$ cat src/psc_pkg.sv
// constants, types and helpers for the peripheral settings control block
// What this block does
// - inhibit bit keeps memories awake in shutdown
// - loopback bit routes transmit data to receive
// - unlocked: writes reach normally read-only registers
// - locked: writes to read-only registers ignored
// - threshold sets free buffers needed for priority-2
// - code n requires n plus one buffers
// - threshold applies only in single-lane buffering
package psc_pkg;

	// ==========================================================
	// bus and register map
	localparam int              PSC_ADDR_W        = 12;
	localparam logic [11:0]     PSC_SETTINGS_OFF  = 12'h000;
	localparam logic [11:0]     PSC_DEVCFG_OFF    = 12'h004;

	// ==========================================================
	// field positions of the settings word
	localparam int              PSC_INHIBIT_BIT   = 26;
	localparam int              PSC_LOOPBACK_BIT  = 25;
	localparam int              PSC_LOCK_BIT      = 24;
	localparam int              PSC_THR_LSB       = 18;
	localparam int              PSC_LANE_BIT      = 8;
	localparam logic [31:0]     PSC_SETTINGS_MASK = 32'h071C_0100;

	// ==========================================================
	// values after reset and counts
	localparam logic [2:0]      PSC_THR_RESET     = 3'h1;
	localparam logic [31:0]     PSC_DEVCFG_RESET  = 32'h0000_0000;
	localparam logic [3:0]      PSC_MIN_CREDITS   = 4'h1;
	localparam int              PSC_PKT_W         = 32;

	// ==========================================================
	// types
	typedef struct packed {
		logic                   mem_sleep_inhibit;
		logic                   loopback;
		logic                   init_lock;
		logic [2:0]             prio2_credit_threshold;
		logic                   single_lane_port_buffering;
	} psc_settings_s;

	typedef struct packed {
		psc_settings_s          settings;
		logic [31:0]            device_config;
		logic [31:0]            prdata;
		logic                   pready;
		logic                   pslverr;
		logic                   mem_sleep;
	} psc_regs_s;

	typedef struct packed {
		logic [PSC_PKT_W-1:0]   serdes_tx_data;
		logic                   serdes_tx_valid;
		logic [PSC_PKT_W-1:0]   rx_data;
		logic                   rx_valid;
		logic                   send_ok;
	} psc_path_s;

	// ==========================================================
	// helpers
	// buffers a priority-2 packet needs for a threshold code
	function automatic logic [3:0] psc_required_count(input logic [2:0] code);
		return {1'b0, code} + 4'h1;
	endfunction

	// settings as the bus sees them, reserved bits zero
	function automatic logic [31:0] psc_pack(input psc_settings_s s);
		logic [31:0] w;
		w = 32'h0000_0000;
		w[PSC_INHIBIT_BIT]                 = s.mem_sleep_inhibit;
		w[PSC_LOOPBACK_BIT]                = s.loopback;
		w[PSC_LOCK_BIT]                    = s.init_lock;
		w[PSC_THR_LSB +: 3]                = s.prio2_credit_threshold;
		w[PSC_LANE_BIT]                    = s.single_lane_port_buffering;
		return w;
	endfunction

	// byte-lane merge of a write into an old word
	function automatic logic [31:0] psc_merge(input logic [31:0] old_w,
		input logic [31:0] new_w, input logic [3:0] strb);
		logic [31:0] w;
		w = old_w;
		for (int i = 0; i < 4; i++) begin
			if (strb[i]) begin
				w[8*i +: 8] = new_w[8*i +: 8];
			end
		end
		return w;
	endfunction

endpackage

$ cat src/psc_link_path.sv
// loopback routing and priority-2 credit gate
`timescale 1ns/100ps
module psc_link_path
	import psc_pkg::*;
(
	// clock and reset
	input  wire logic                 sys_clk_in,
	input  wire logic                 reset_n_in,
	// settings
	input  wire logic                 loopback_in,
	input  wire logic [2:0]           prio2_credit_threshold_in,
	input  wire logic                 single_lane_port_buffering_in,
	// logical layer side
	input  wire logic [PSC_PKT_W-1:0] tx_data_in,
	input  wire logic                 tx_valid_in,
	output logic      [PSC_PKT_W-1:0] rx_data_out,
	output logic                      rx_valid_out,
	input  wire logic [3:0]           free_buffers_in,
	output logic                      prio2_send_ok_out,
	// serializer side, parallel data on the system clock
	output logic      [PSC_PKT_W-1:0] serdes_tx_data_out,
	output logic                      serdes_tx_valid_out,
	input  wire logic [PSC_PKT_W-1:0] serdes_rx_data_in,
	input  wire logic                 serdes_rx_valid_in
);

	// ==========================================================
	// state
	psc_path_s cur;
	psc_path_s nxt;
	logic [3:0] need;

	// next state; loopback silences the serializer so the far end sees no echo
	always_comb begin
		nxt = cur;
		nxt.serdes_tx_data = tx_data_in;
		nxt.serdes_tx_valid = tx_valid_in && !loopback_in;
		if (loopback_in) begin
			nxt.rx_data = tx_data_in;
			nxt.rx_valid = tx_valid_in;
		end else begin
			nxt.rx_data = serdes_rx_data_in;
			nxt.rx_valid = serdes_rx_valid_in;
		end
		// outside single-lane mode only one free buffer is asked for
		need = single_lane_port_buffering_in ?
			psc_required_count(prio2_credit_threshold_in) : PSC_MIN_CREDITS;
		nxt.send_ok = (free_buffers_in >= need);
	end

	// register the copy
	always_ff @(posedge sys_clk_in or negedge reset_n_in) begin
		if (!reset_n_in) begin
			cur <= '0;
		end else begin
			cur <= nxt;
		end
	end

	assign serdes_tx_data_out  = cur.serdes_tx_data;
	assign serdes_tx_valid_out = cur.serdes_tx_valid;
	assign rx_data_out         = cur.rx_data;
	assign rx_valid_out        = cur.rx_valid;
	assign prio2_send_ok_out   = cur.send_ok;
endmodule // psc_link_path

$ cat src/psc_settings_top.sv
// apb register bank for peripheral settings, with power and credit control
//
// The register offsets and the APB register port are this design's own decisions.
`timescale 1ns/100ps
module psc_settings_top
	import psc_pkg::*;
#(
	parameter logic [31:0] DEVCFG_RESET = PSC_DEVCFG_RESET
)(
	// clock and reset
	input  wire logic                  sys_clk_in,
	input  wire logic                  reset_n_in,
	// apb slave
	input  wire logic [PSC_ADDR_W-1:0] paddr_in,
	input  wire logic                  psel_in,
	input  wire logic                  penable_in,
	input  wire logic                  pwrite_in,
	input  wire logic [31:0]           pwdata_in,
	input  wire logic [3:0]            pstrb_in,
	output logic      [31:0]           prdata_out,
	output logic                       pready_out,
	output logic                       pslverr_out,
	// power control
	input  wire logic                  shutdown_in,
	output logic                       mem_sleep_out,
	// protected configuration seen by the rest of the peripheral
	output logic      [31:0]           device_config_out,
	// logical layer side
	input  wire logic [PSC_PKT_W-1:0]  tx_data_in,
	input  wire logic                  tx_valid_in,
	output logic      [PSC_PKT_W-1:0]  rx_data_out,
	output logic                       rx_valid_out,
	input  wire logic [3:0]            free_buffers_in,
	output logic                       prio2_send_ok_out,
	// serializer side
	output logic      [PSC_PKT_W-1:0]  serdes_tx_data_out,
	output logic                       serdes_tx_valid_out,
	input  wire logic [PSC_PKT_W-1:0]  serdes_rx_data_in,
	input  wire logic                  serdes_rx_valid_in
);

	// ==========================================================
	// state and decode
	psc_regs_s   cur;
	psc_regs_s   nxt;
	logic        access_first;
	logic        commit;
	logic        hit_settings;
	logic        hit_devcfg;
	logic [31:0] wr_word;

	assign hit_settings = (paddr_in == PSC_SETTINGS_OFF);
	assign hit_devcfg   = (paddr_in == PSC_DEVCFG_OFF);
	// first access cycle prepares the answer, the pready cycle commits it
	assign access_first = psel_in && penable_in && !cur.pready;
	assign commit       = psel_in && penable_in && cur.pready && pwrite_in;

	// ==========================================================
	// next state
	always_comb begin
		nxt = cur;
		wr_word = 32'h0000_0000;
		nxt.pready = access_first;
		if (access_first) begin
			nxt.pslverr = 1'b0;
			if (hit_settings) begin
				nxt.prdata = psc_pack(cur.settings);
			end else if (hit_devcfg) begin
				nxt.prdata = cur.device_config;
			end else begin
				// unmapped: zero data and an error answer
				nxt.prdata = 32'h0000_0000;
				nxt.pslverr = 1'b1;
			end
		end
		if (commit && hit_settings) begin
			// reserved bits are simply never stored
			wr_word = psc_merge(psc_pack(cur.settings), pwdata_in, pstrb_in);
			nxt.settings.mem_sleep_inhibit = wr_word[PSC_INHIBIT_BIT];
			nxt.settings.loopback = wr_word[PSC_LOOPBACK_BIT];
			// lock only sets; clearing it would reopen protected registers
			nxt.settings.init_lock = cur.settings.init_lock | wr_word[PSC_LOCK_BIT];
			nxt.settings.prio2_credit_threshold = wr_word[PSC_THR_LSB +: 3];
			nxt.settings.single_lane_port_buffering = wr_word[PSC_LANE_BIT];
		end
		if (commit && hit_devcfg && !cur.settings.init_lock) begin
			nxt.device_config = psc_merge(cur.device_config, pwdata_in, pstrb_in);
		end
		// locked writes to device_config fall through here untouched, no error
		nxt.mem_sleep = shutdown_in && !cur.settings.mem_sleep_inhibit;
	end

	// register the copy
	always_ff @(posedge sys_clk_in or negedge reset_n_in) begin
		if (!reset_n_in) begin
			cur <= '0;
			cur.settings.prio2_credit_threshold <= PSC_THR_RESET;
			cur.device_config <= DEVCFG_RESET;
		end else begin
			cur <= nxt;
		end
	end

	assign prdata_out        = cur.prdata;
	assign pready_out        = cur.pready;
	assign pslverr_out       = cur.pslverr;
	assign mem_sleep_out     = cur.mem_sleep;
	assign device_config_out = cur.device_config;

	// ==========================================================
	// link datapath
	psc_link_path u_path (
		.sys_clk_in                    (sys_clk_in),
		.reset_n_in                    (reset_n_in),
		.loopback_in                   (cur.settings.loopback),
		.prio2_credit_threshold_in     (cur.settings.prio2_credit_threshold),
		.single_lane_port_buffering_in (cur.settings.single_lane_port_buffering),
		.tx_data_in                    (tx_data_in),
		.tx_valid_in                   (tx_valid_in),
		.rx_data_out                   (rx_data_out),
		.rx_valid_out                  (rx_valid_out),
		.free_buffers_in               (free_buffers_in),
		.prio2_send_ok_out             (prio2_send_ok_out),
		.serdes_tx_data_out            (serdes_tx_data_out),
		.serdes_tx_valid_out           (serdes_tx_valid_out),
		.serdes_rx_data_in             (serdes_rx_data_in),
		.serdes_rx_valid_in            (serdes_rx_valid_in)
	);
endmodule // psc_settings_top

$ cat config.mk
export PLATFORM = sky130hd
export DESIGN_NAME = psc_settings_top
export DESIGN_NICKNAME = d
export VERILOG_FILES = /design/src/psc_pkg.sv /design/src/psc_link_path.sv /design/src/psc_settings_top.sv
export SDC_FILE = /design/constraint.sdc
export NUM_CORES = 1
export LEC_CHECK = 0
export BUFFER_PORTS_ARGS = -buffer_cell sky130_fd_sc_hd__buf_2
export CAP_MARGIN = 10
export CORE_MARGIN = 2
export CORE_UTILIZATION = 35
export DETAILED_ROUTE_END_ITERATION = 7
export PLACE_DENSITY_LB_ADDON = 0.15
export SYNTH_ARGS = -nofsm -noshare
export SYNTH_HDL_FRONTEND = slang
export SYNTH_SLANG_ARGS = --single-unit
export TNS_END_PERCENT = 20
$ cat constraint.sdc
create_clock -name sys_clk_in -period 4.9 [get_ports sys_clk_in]
set_input_delay 0.735 -clock sys_clk_in [delete_from_list [all_inputs] [get_ports sys_clk_in]]
set_output_delay 0.735 -clock sys_clk_in [all_outputs]
set_load 0.01 [all_outputs]
Yosys cells after proc, flatten, opt, wreduce, memory -nomap -nowiden:

Cells that the tools add are included.

* bits in registers: 141
* input port bits: 124
* output and inout port bits: 134
* logic and storage cells: 52

* add/subtract/negate cells: 1
* magnitude comparators: 1
* equality and inequality tests: 2
* mux-type cells: 8
* bitwise gates (word level): 1
* reduce and logical (&&, ||, !) cells: 21

Operators with widths (number)
* 32-bit 2-to-1 mux: 2
* 33-bit 2-to-1 mux: 1
* 2-bit AND reduction: 7
* 12-bit by 3-bit == test with 1-bit output, second input constant: 1
* 12-bit logical NOT: 1
* 1-bit logical AND: 9
* 3-bit 2-to-1 mux: 2
* 3-bit by 1-bit adder with 4-bit output, second input constant: 1
* 4-bit >= comparator: 1
* 1-bit logical NOT: 4
* 4-bit 2-to-1 mux: 1
* 1-bit 2-to-1 mux: 2
* 2-bit != test, second input constant: 1
* 1-bit bitwise OR: 1

Depth between registers and ports, before layout:

Gate-level depths: netlist of run 1.

* depth after elaboration: 6
* gate-level depth with buffers: 7
* gate-level depth less buffers: 6

Cells and area by module:

From an unflattened synthesis of run 1, not the netlist that was laid out.

* cells, all modules: 371
* area total of the unflattened synthesis: 5691.7 µm²

Modules (own cells, without submodules)
* psc_settings_top: instances 1, cells each 250, area an instance 3329.4 µm², sequential area each 1853.0 µm²
* psc_link_path: instances 1, cells each 121, area an instance 2362.3 µm², sequential area each 1676.6 µm²

Least setup slack after synthesis of run 1:

OpenSTA, ideal clock, no wires.

* path type: in2reg
* start: input paddr_in[1]
* end: register cur[69] in the netlist's numbering
* library setup time: 0.125 ns
* arrival: 2.528 ns
* required time: 4.775 ns
* setup slack: 2.247 ns
* stages on the path: 5
* cell sequence: or4_1 -> buf_2 -> nor4_4 -> and3_1 -> mux2_2

* word-level cells in the longest chain between the ends: 3

RTL lines
* start, declared: line psc_settings_top.sv:14 `input wire logic [PSC_ADDR_W-1:0] paddr_in,`
* 12-bit logical NOT: line psc_settings_top.sv:52 `assign hit_settings = (paddr_in == PSC_SETTINGS_OFF);`
* 1-bit logical AND: line psc_settings_top.sv:76 `if (commit && hit_settings) begin`
* 2-bit AND reduction (no line)
* end signal, assigned: line psc_settings_top.sv:100 `cur <= nxt;`
* end, declared: line psc_settings_top.sv:44 `psc_regs_s cur;`

No other way between the ends.
A chain may end at the register's enable or synchronous reset.

Worst setup path after layout of run 1:

* start: input paddr_in[9]
* end: register cur, in the netlist prdata_out[25]

* word-level cells in the longest chain between the ends: 3
* elaborated cells between the ends (all ways): 4

RTL lines
* 12-bit by 3-bit == test with 1-bit output: line psc_settings_top.sv:53 `assign hit_devcfg = (paddr_in == PSC_DEVCFG_OFF);`
* 32-bit 2-to-1 mux: line psc_settings_top.sv:68 `end else if (hit_devcfg) begin`
* 32-bit 2-to-1 mux *: line psc_settings_top.sv:66 `if (hit_settings) begin`

Mark *: on every way between the ends. The rest lies on a longest branch, timed or not.

==> impl_results.md, run 1 <==
- RePlAce Congestion: 0.7225
- WL per Instance: 16.31 µm
- Worst hold path class: in -> async
- Cells after Synth: 370
- DRT Wirelength: 13.10 mm
- Worst Max-Slew Pin Slew: 0.9067 ns
- Max-slew violations: 0
- Post-CTS setup buffers: 0
- Vias post-DR: 3579
- CTS max path bufs: 2
- CP arrival: 2.96 ns
- Slew headroom: 39.55%
- Final instance area: 0.007233 mm²
- Hold Buf Count CTS: 0
- Antenna violations before repair: 2
- Max Cap Viol: 0
- Top Metal Used: met5
- First-pass GRT wire length: 19.78 mm
- Highest-count cells in the layout ignoring fill and taps: buf_2, dfrtp_1, mux2_2
- Gr ovfl total: 0
- Share of layout cells above drive strength 1: 63.31%
- Met3 WL: 1.477 mm
- Period Utilization, post-route: 53.32%
- Synthesized flop and latch total: 141
- # setup viols final: 0
- Vias in the first global route: 3707
- H-tree levels: 4
- Starting density of the core: 35.42%
- Leak Pwr: 3.859 nW
- VDD IR max: 0.2091 mV
- Largest net degree at the start of global routing: 100
- Starting DRT DRC Count: 131
- Final Hold Violating Endpoints: 0
- Clock transition at path regs: 0.06 ns
- Register area share after synthesis: 63.65%
- CORE AREA: 0.01566 mm²
- GRT Total Usage: 15.75%
- Minimum clock period: 2.613 ns
- Status: completed
- Vias per cell: 4.457
- FMAX: 382.7 MHz
- Clock root cell: clkbuf_16
- Crit start category: input port
- Die area: 0.01687 mm²
- Warnings from Yosys: 0
- Ports: 258
- Buffers on Ports: 257
- Critical path class: in -> reg
- Num CTS Buffers: 17
- Worst-path maximum fanout: 21
- Metal2 WL: 6.315 mm
- R2r startpoint: pready_out
- Distinct cells, synth: 29
- Crit end category: register
- Sink Count: 141
- Nets@finish: 702
- Clk Latency, worst-skew pair: 0.42 ns
- Clk_skew: 0.005300 ns
- Synth-to-Final Area Change: 30.44%
- Post-route DRC: 0
- DIE HEIGHT: 129.9 µm
- CTS resizes: 0
- Std-Cell Rows: 46
- Netlist Area Pre-Place: 0.005545 mm²
- HPWL Detailed: 9.707 mm
- Synth Net Count: 499
- Syn avg cell area: 14.99 µm²
- Commonest non-fill, non-tap cell in the layout: buf_2
- Post-Route Setup TNS: 0 ns
- RSZ-0062 raised after global routing: false
- Final ANT Viol Nets: 0
- First-pass DRT Iterations: 4
- Metal-1 WL: 5.175 mm
- CP startpoint: paddr_in[9]
- Die width: 129.9 µm
- DP Area: 0.006609 mm²
- Power per Cell Area: 372.4 mW/mm²
- WP data required: 5.25 ns
- TritonCTS clock tree: done
==> synth_stat cells <==
master    number  area [µm²]
dfstp_2        1       26.28
ha_1           5       62.56
xor2_1         1       8.760
dfrtp_1      140        3503
nor4_2         1       12.51
a22o_1        25       219.0
a21o_1         4       30.03
buf_2          4       20.02
and2_1         5       31.28
mux2_2        71       799.5
nand3_4        4       70.07
nor4_4         1       21.27
a221o_1        7       70.07
nand2_1        5       18.77
and2_0         2       12.51
o21ai_0        1       5.000
nand2b_1       1       6.260
or4_4          1       11.26
and3_1         3       18.77
nand4_1        2       12.51
nor2_1         3       11.26
buf_4         64       480.5
nor4_1         1       6.260
or3_1          1       6.260
or2_2          2       12.51
inv_1          3       11.26
or4_1          2       15.01
clkbuf_1       8       30.03
nor2b_1        2       12.51
==> metrics by stage <==
| stage | cells | hold slack [ns] | worst slack (ns) | util (%) | total power [mW] |
|---|---|---|---|---|---|
| 6_report | 803 | 0.4001 | 2.287 | 46.20 | 2.693 |
| 2_1_floorplan | 370 | 0.4220 | 2.247 | - | 1.267 |
| 3_5_place_dp | 770 | 0.4868 | 1.851 | 42.22 | 1.383 |
| 3_3_place_gp | 770 | 0.4737 | 1.934 | 42.22 | 1.380 |
| 4_1_cts | 802 | 0.4139 | 2.287 | 46.19 | 2.730 |
| 5_1_grt | 802 | 0.4118 | 2.184 | 46.19 | 2.802 |
==> kinds of logic after synthesis <==
| family | synth area share [%] |
|---|---|
| mux | 14.42 |
| buf+inv | 9.770 |
| xor+xnor | 0.1580 |
| fa+ha+maj | 1.128 |
| simple gates | 5.032 |
| compound gates | 5.844 |
| flops | 63.65 |
==> critical path: stages <==
cell	delay (ns)
buf_2	0.10
or4_4	0.57
or2_2	0.36
nor4_4	0.59
buf_4	0.39
a221o_1	0.20
==> power breakdown <==
part           switching (mW)  internal, mW  leakage [nW]
combinational          0.0850        0.0706          1.76
sequential            0.00779          1.19          1.80
clock                   0.480         0.855         0.292
==> layer usage <==
| layer | track usage, % | up-vias |
|---|---|---|
| li1 | - | 1643 |
| met5 | 0 | - |
| met2 | 24.95 | 161 |
| met4 | 4.934 | 2 |
| met3 | 9.184 | 11 |
| met1 | 18.06 | 1762 |
==> layout make-up <==
| cell class | instances | area [µm²] |
|---|---|---|
| Clock inverter | 9 | 133.9 |
| Fill cell | 1467 | 8422 |
| Clock buffer | 23 | 488.0 |
| Timing Repair Buffer | 260 | 1315 |
| Sequential cell | 141 | 3530 |
| Inverter | 3 | 11.26 |
| Antenna cell | 1 | 2.502 |
| Tap cell | 216 | 270.3 |
| Multi-Input combinational cell | 150 | 1483 |
==> state kept, by name (all words and copies together) (netlist names) <==
signal and count:
u_path.serdes_tx_valid_out 1, mem_sleep_out 1, prdata_out 32, cur 7, pslverr_out 1, device_config_out 32
pready_out 1, u_path.serdes_tx_data_out 32, u_path.prio2_send_ok_out 1, u_path.rx_valid_out 1, u_path.rx_data_out 32
==> path summary, 6_finish.rpt <==
path,endpoint,slack (ns),depth (start not counted)
worst max-delay path,prdata_out[25],2.29,6
worst min-delay path,device_config_out[23],0.40,1
worst max register to register,prdata_out[25],2.50,4
worst min register to register,pslverr_out,0.49,2
max in group asynchronous,cur[68],3.43,2
min in group sys_clk_in,u_path.serdes_tx_data_out[27],0.43,1
No activity file was read; power rests on OpenSTA's default activity.
==> inputs of run 2 (changes only) <==
==> constraint.sdc (replaced) <==
create_clock -name sys_clk_in -period 2.65 [get_ports sys_clk_in]
set_input_delay 0.3975 -clock sys_clk_in [delete_from_list [all_inputs] [get_ports sys_clk_in]]
set_output_delay 0.3975 -clock sys_clk_in [all_outputs]
set_load 0.01 [all_outputs]
==> impl_results.md, run 2 (same netlist as run 1, synthesis figures left out) <==
- Slowest CP cell: or4_4
- Cell Count Post-Placement: 778
- HPWL Detailed: 9.989 mm
- Hold Crit Endpoint: u_path.serdes_tx_data_out[12]
- Fillers: 1485
- Largest net degree at the start of global routing: 66
- Std-Cell Rows: 46
- CP Buf/Inv Count: 2
- CP arrival: 2.16 ns
- DP Area: 0.006681 mm²
- CTS max path bufs: 2
- Minimum clock period: 1.858 ns
- Post-route DRC: 0
- Max incr delay on CP: 0.56 ns
- Clock root cell: clkbuf_16
- FF-to-FF End: prdata_out[19]
- First-pass GRT wire length: 20.45 mm
- Crit end category: register
- Fin worst setup slack: 0.7917 ns
- TritonCTS clock tree: done
- Starting density of the core: 35.42%
- WL per Instance: 16.63 µm
- Post-CTS setup buffers: 0
- Die width: 129.9 µm
- Commonest non-fill, non-tap cell in the layout: buf_2
- FMAX: 538.1 MHz
- Antenna violations before repair: 1
- Clk_skew: 0.007832 ns
- WP data required: 2.95 ns
- Status: completed
- DIE HEIGHT: 129.9 µm
- Worst Max-Slew Pin Slew: 0.5039 ns
- Power per Cell Area: 674.4 mW/mm²
- RSZ-0062 raised after global routing: false
- Sink Count: 141
- Worst hold path class: in -> reg
- Min-delay src: tx_data_in[12]
- GRT Total Usage: 16.26%
- Die area: 0.01687 mm²
- First-pass DRT Iterations: 4
- CP cell instances: buf_2, or4_4, nor4_4, buf_4, and3_1, mux2_2
- Final Hold Violating Endpoints: 0
- Num CTS Buffers: 17
- DP Worst Slack: 0.3439 ns
- Starting DRT DRC Count: 107
- Hold depth: 1
- R2r startpoint: pready_out
- Period Utilization, post-route: 70.13%
- Buffers on Ports: 257
- Vias in the first global route: 3805
- Register area: 0.003530 mm²
- Post-Route Setup TNS: 0 ns
- Final Core Density: 46.55%
- Highest-count cells in the layout ignoring fill and taps: buf_2, dfrtp_1, mux2_2
- Multi-input logic area: 0.001483 mm²
- Gr ovfl total: 0
- Critical path class: in -> reg
- H-tree levels: 4
- Vias post-DR: 3648
- Clk Latency, worst-skew pair: 0.42 ns
- Post-route insts no fill: 812
- Reg-to-reg setup timing slack: 0.89 ns
- Ports: 258
- VDD IR max: 0.5357 mV
- DRT Wirelength: 13.51 mm
- Nets@finish: 711
- Clock transition at path regs: 0.07 ns
- # setup viols final: 0
- Vias per cell: 4.493
- Crit start category: input port
- RePlAce Congestion: 0.7313
- Share of layout cells above drive strength 1: 64.03%
- Synth-to-Final Area Change: 31.41%
- Leak Pwr: 3.908 nW
- CORE AREA: 0.01566 mm²
- CP top delay family: simple AND/OR/NAND/NOR gates
- Worst-path maximum fanout: 6
- Slew headroom: 66.41%
- Final ANT Viol Nets: 0
- Max Cap Viol: 0
- Cells on worst reg2reg path: 4
- Max-slew violations: 0
- Final instance area: 0.007287 mm²
-- run 2: changes by cell type in the layout (fill, tap and decap cells not counted) --
cell | previous run | this run
buf_4 | 3 | 10
inv_6 | 0 | 6
inv_8 | 0 | 5
clkbuf_8 | 4 | 0
clkinvlp_4 | 4 | 1
bufinv_16 | 3 | 1
clkbuf_1 | 2 | 0
buf_12 | 0 | 1
clkinv_4 | 1 | 0
clkinv_8 | 0 | 1
dlygate4sd3_1 | 0 | 1
-- run 2: worst register-to-register path: stages, from the launching register on --
cell	delay [ns]
dfrtp_1	0.41
or2_2	0.51
nor4_4	0.36
buf_4	0.25
a221o_1	0.17
-- run 2: what timing repair did --
action,in CTS,in global routing
resized for setup,0,0
setup endpoints to repair,0,0
hold endpoints to repair,39,0
hold buffers,1,0
-- run 2: metrics by stage --
step	total power, mW	hold WS, ns
finish	4.914	0.08801
global route	5.116	0.06560
global placement	2.561	0.3425
CTS	5.002	0.06585
floorplan	2.343	0.1019
detailed placement	2.568	0.3477
-- run 2: power breakdown --
| part | leakage [nW] | total [mW] | switching, mW | internal, mW |
|---|---|---|---|---|
| Sequential | 1.80 | 2.22 | 0.0146 | 2.21 |
| Combinational | 1.81 | 0.298 | 0.161 | 0.137 |
| Clock | 0.292 | 2.39 | 1.05 | 1.35 |
| Total | 3.91 | 4.91 | 1.22 | 3.69 |
-- run 2: layout make-up --
cell class	instances	area share [%]
Clock inverter	15	2.301
Inverter	3	0.1545
Antenna cell	1	0.03434
Tap cell	216	3.709
Clock buffer	17	5.838
Timing Repair Buffer	269	19.18
Multi-Input combinational cell	150	20.35
Sequential cell	141	48.44
-- run 2: worst max-delay path by stage --
| stage | startpoint | endpoint | slack (ns) | cells after the start |
|---|---|---|---|---|
| 2_1_floorplan | paddr_in[1] | cur[69] | 0.33 | 5 |
| 3_3_place_gp | paddr_in[9] | cur[70] | 0.39 | 6 |
| 3_5_place_dp | paddr_in[9] | cur[70] | 0.34 | 6 |
| 4_1_cts | paddr_in[9] | cur[70] | 0.80 | 6 |
| 5_1_grt | paddr_in[9] | cur[70] | 0.74 | 6 |
| 6_report | paddr_in[9] | cur[70] | 0.79 | 6 |
-- run 2: metal layers --
layer	up-vias	wire length [µm]	global-route usage [%]
met1	1791	5187	19.14
met4	2	244	6.388
met5	-	13	0
met3	17	1581	8.528
met2	178	6478	25.25
li1	1660	-	-
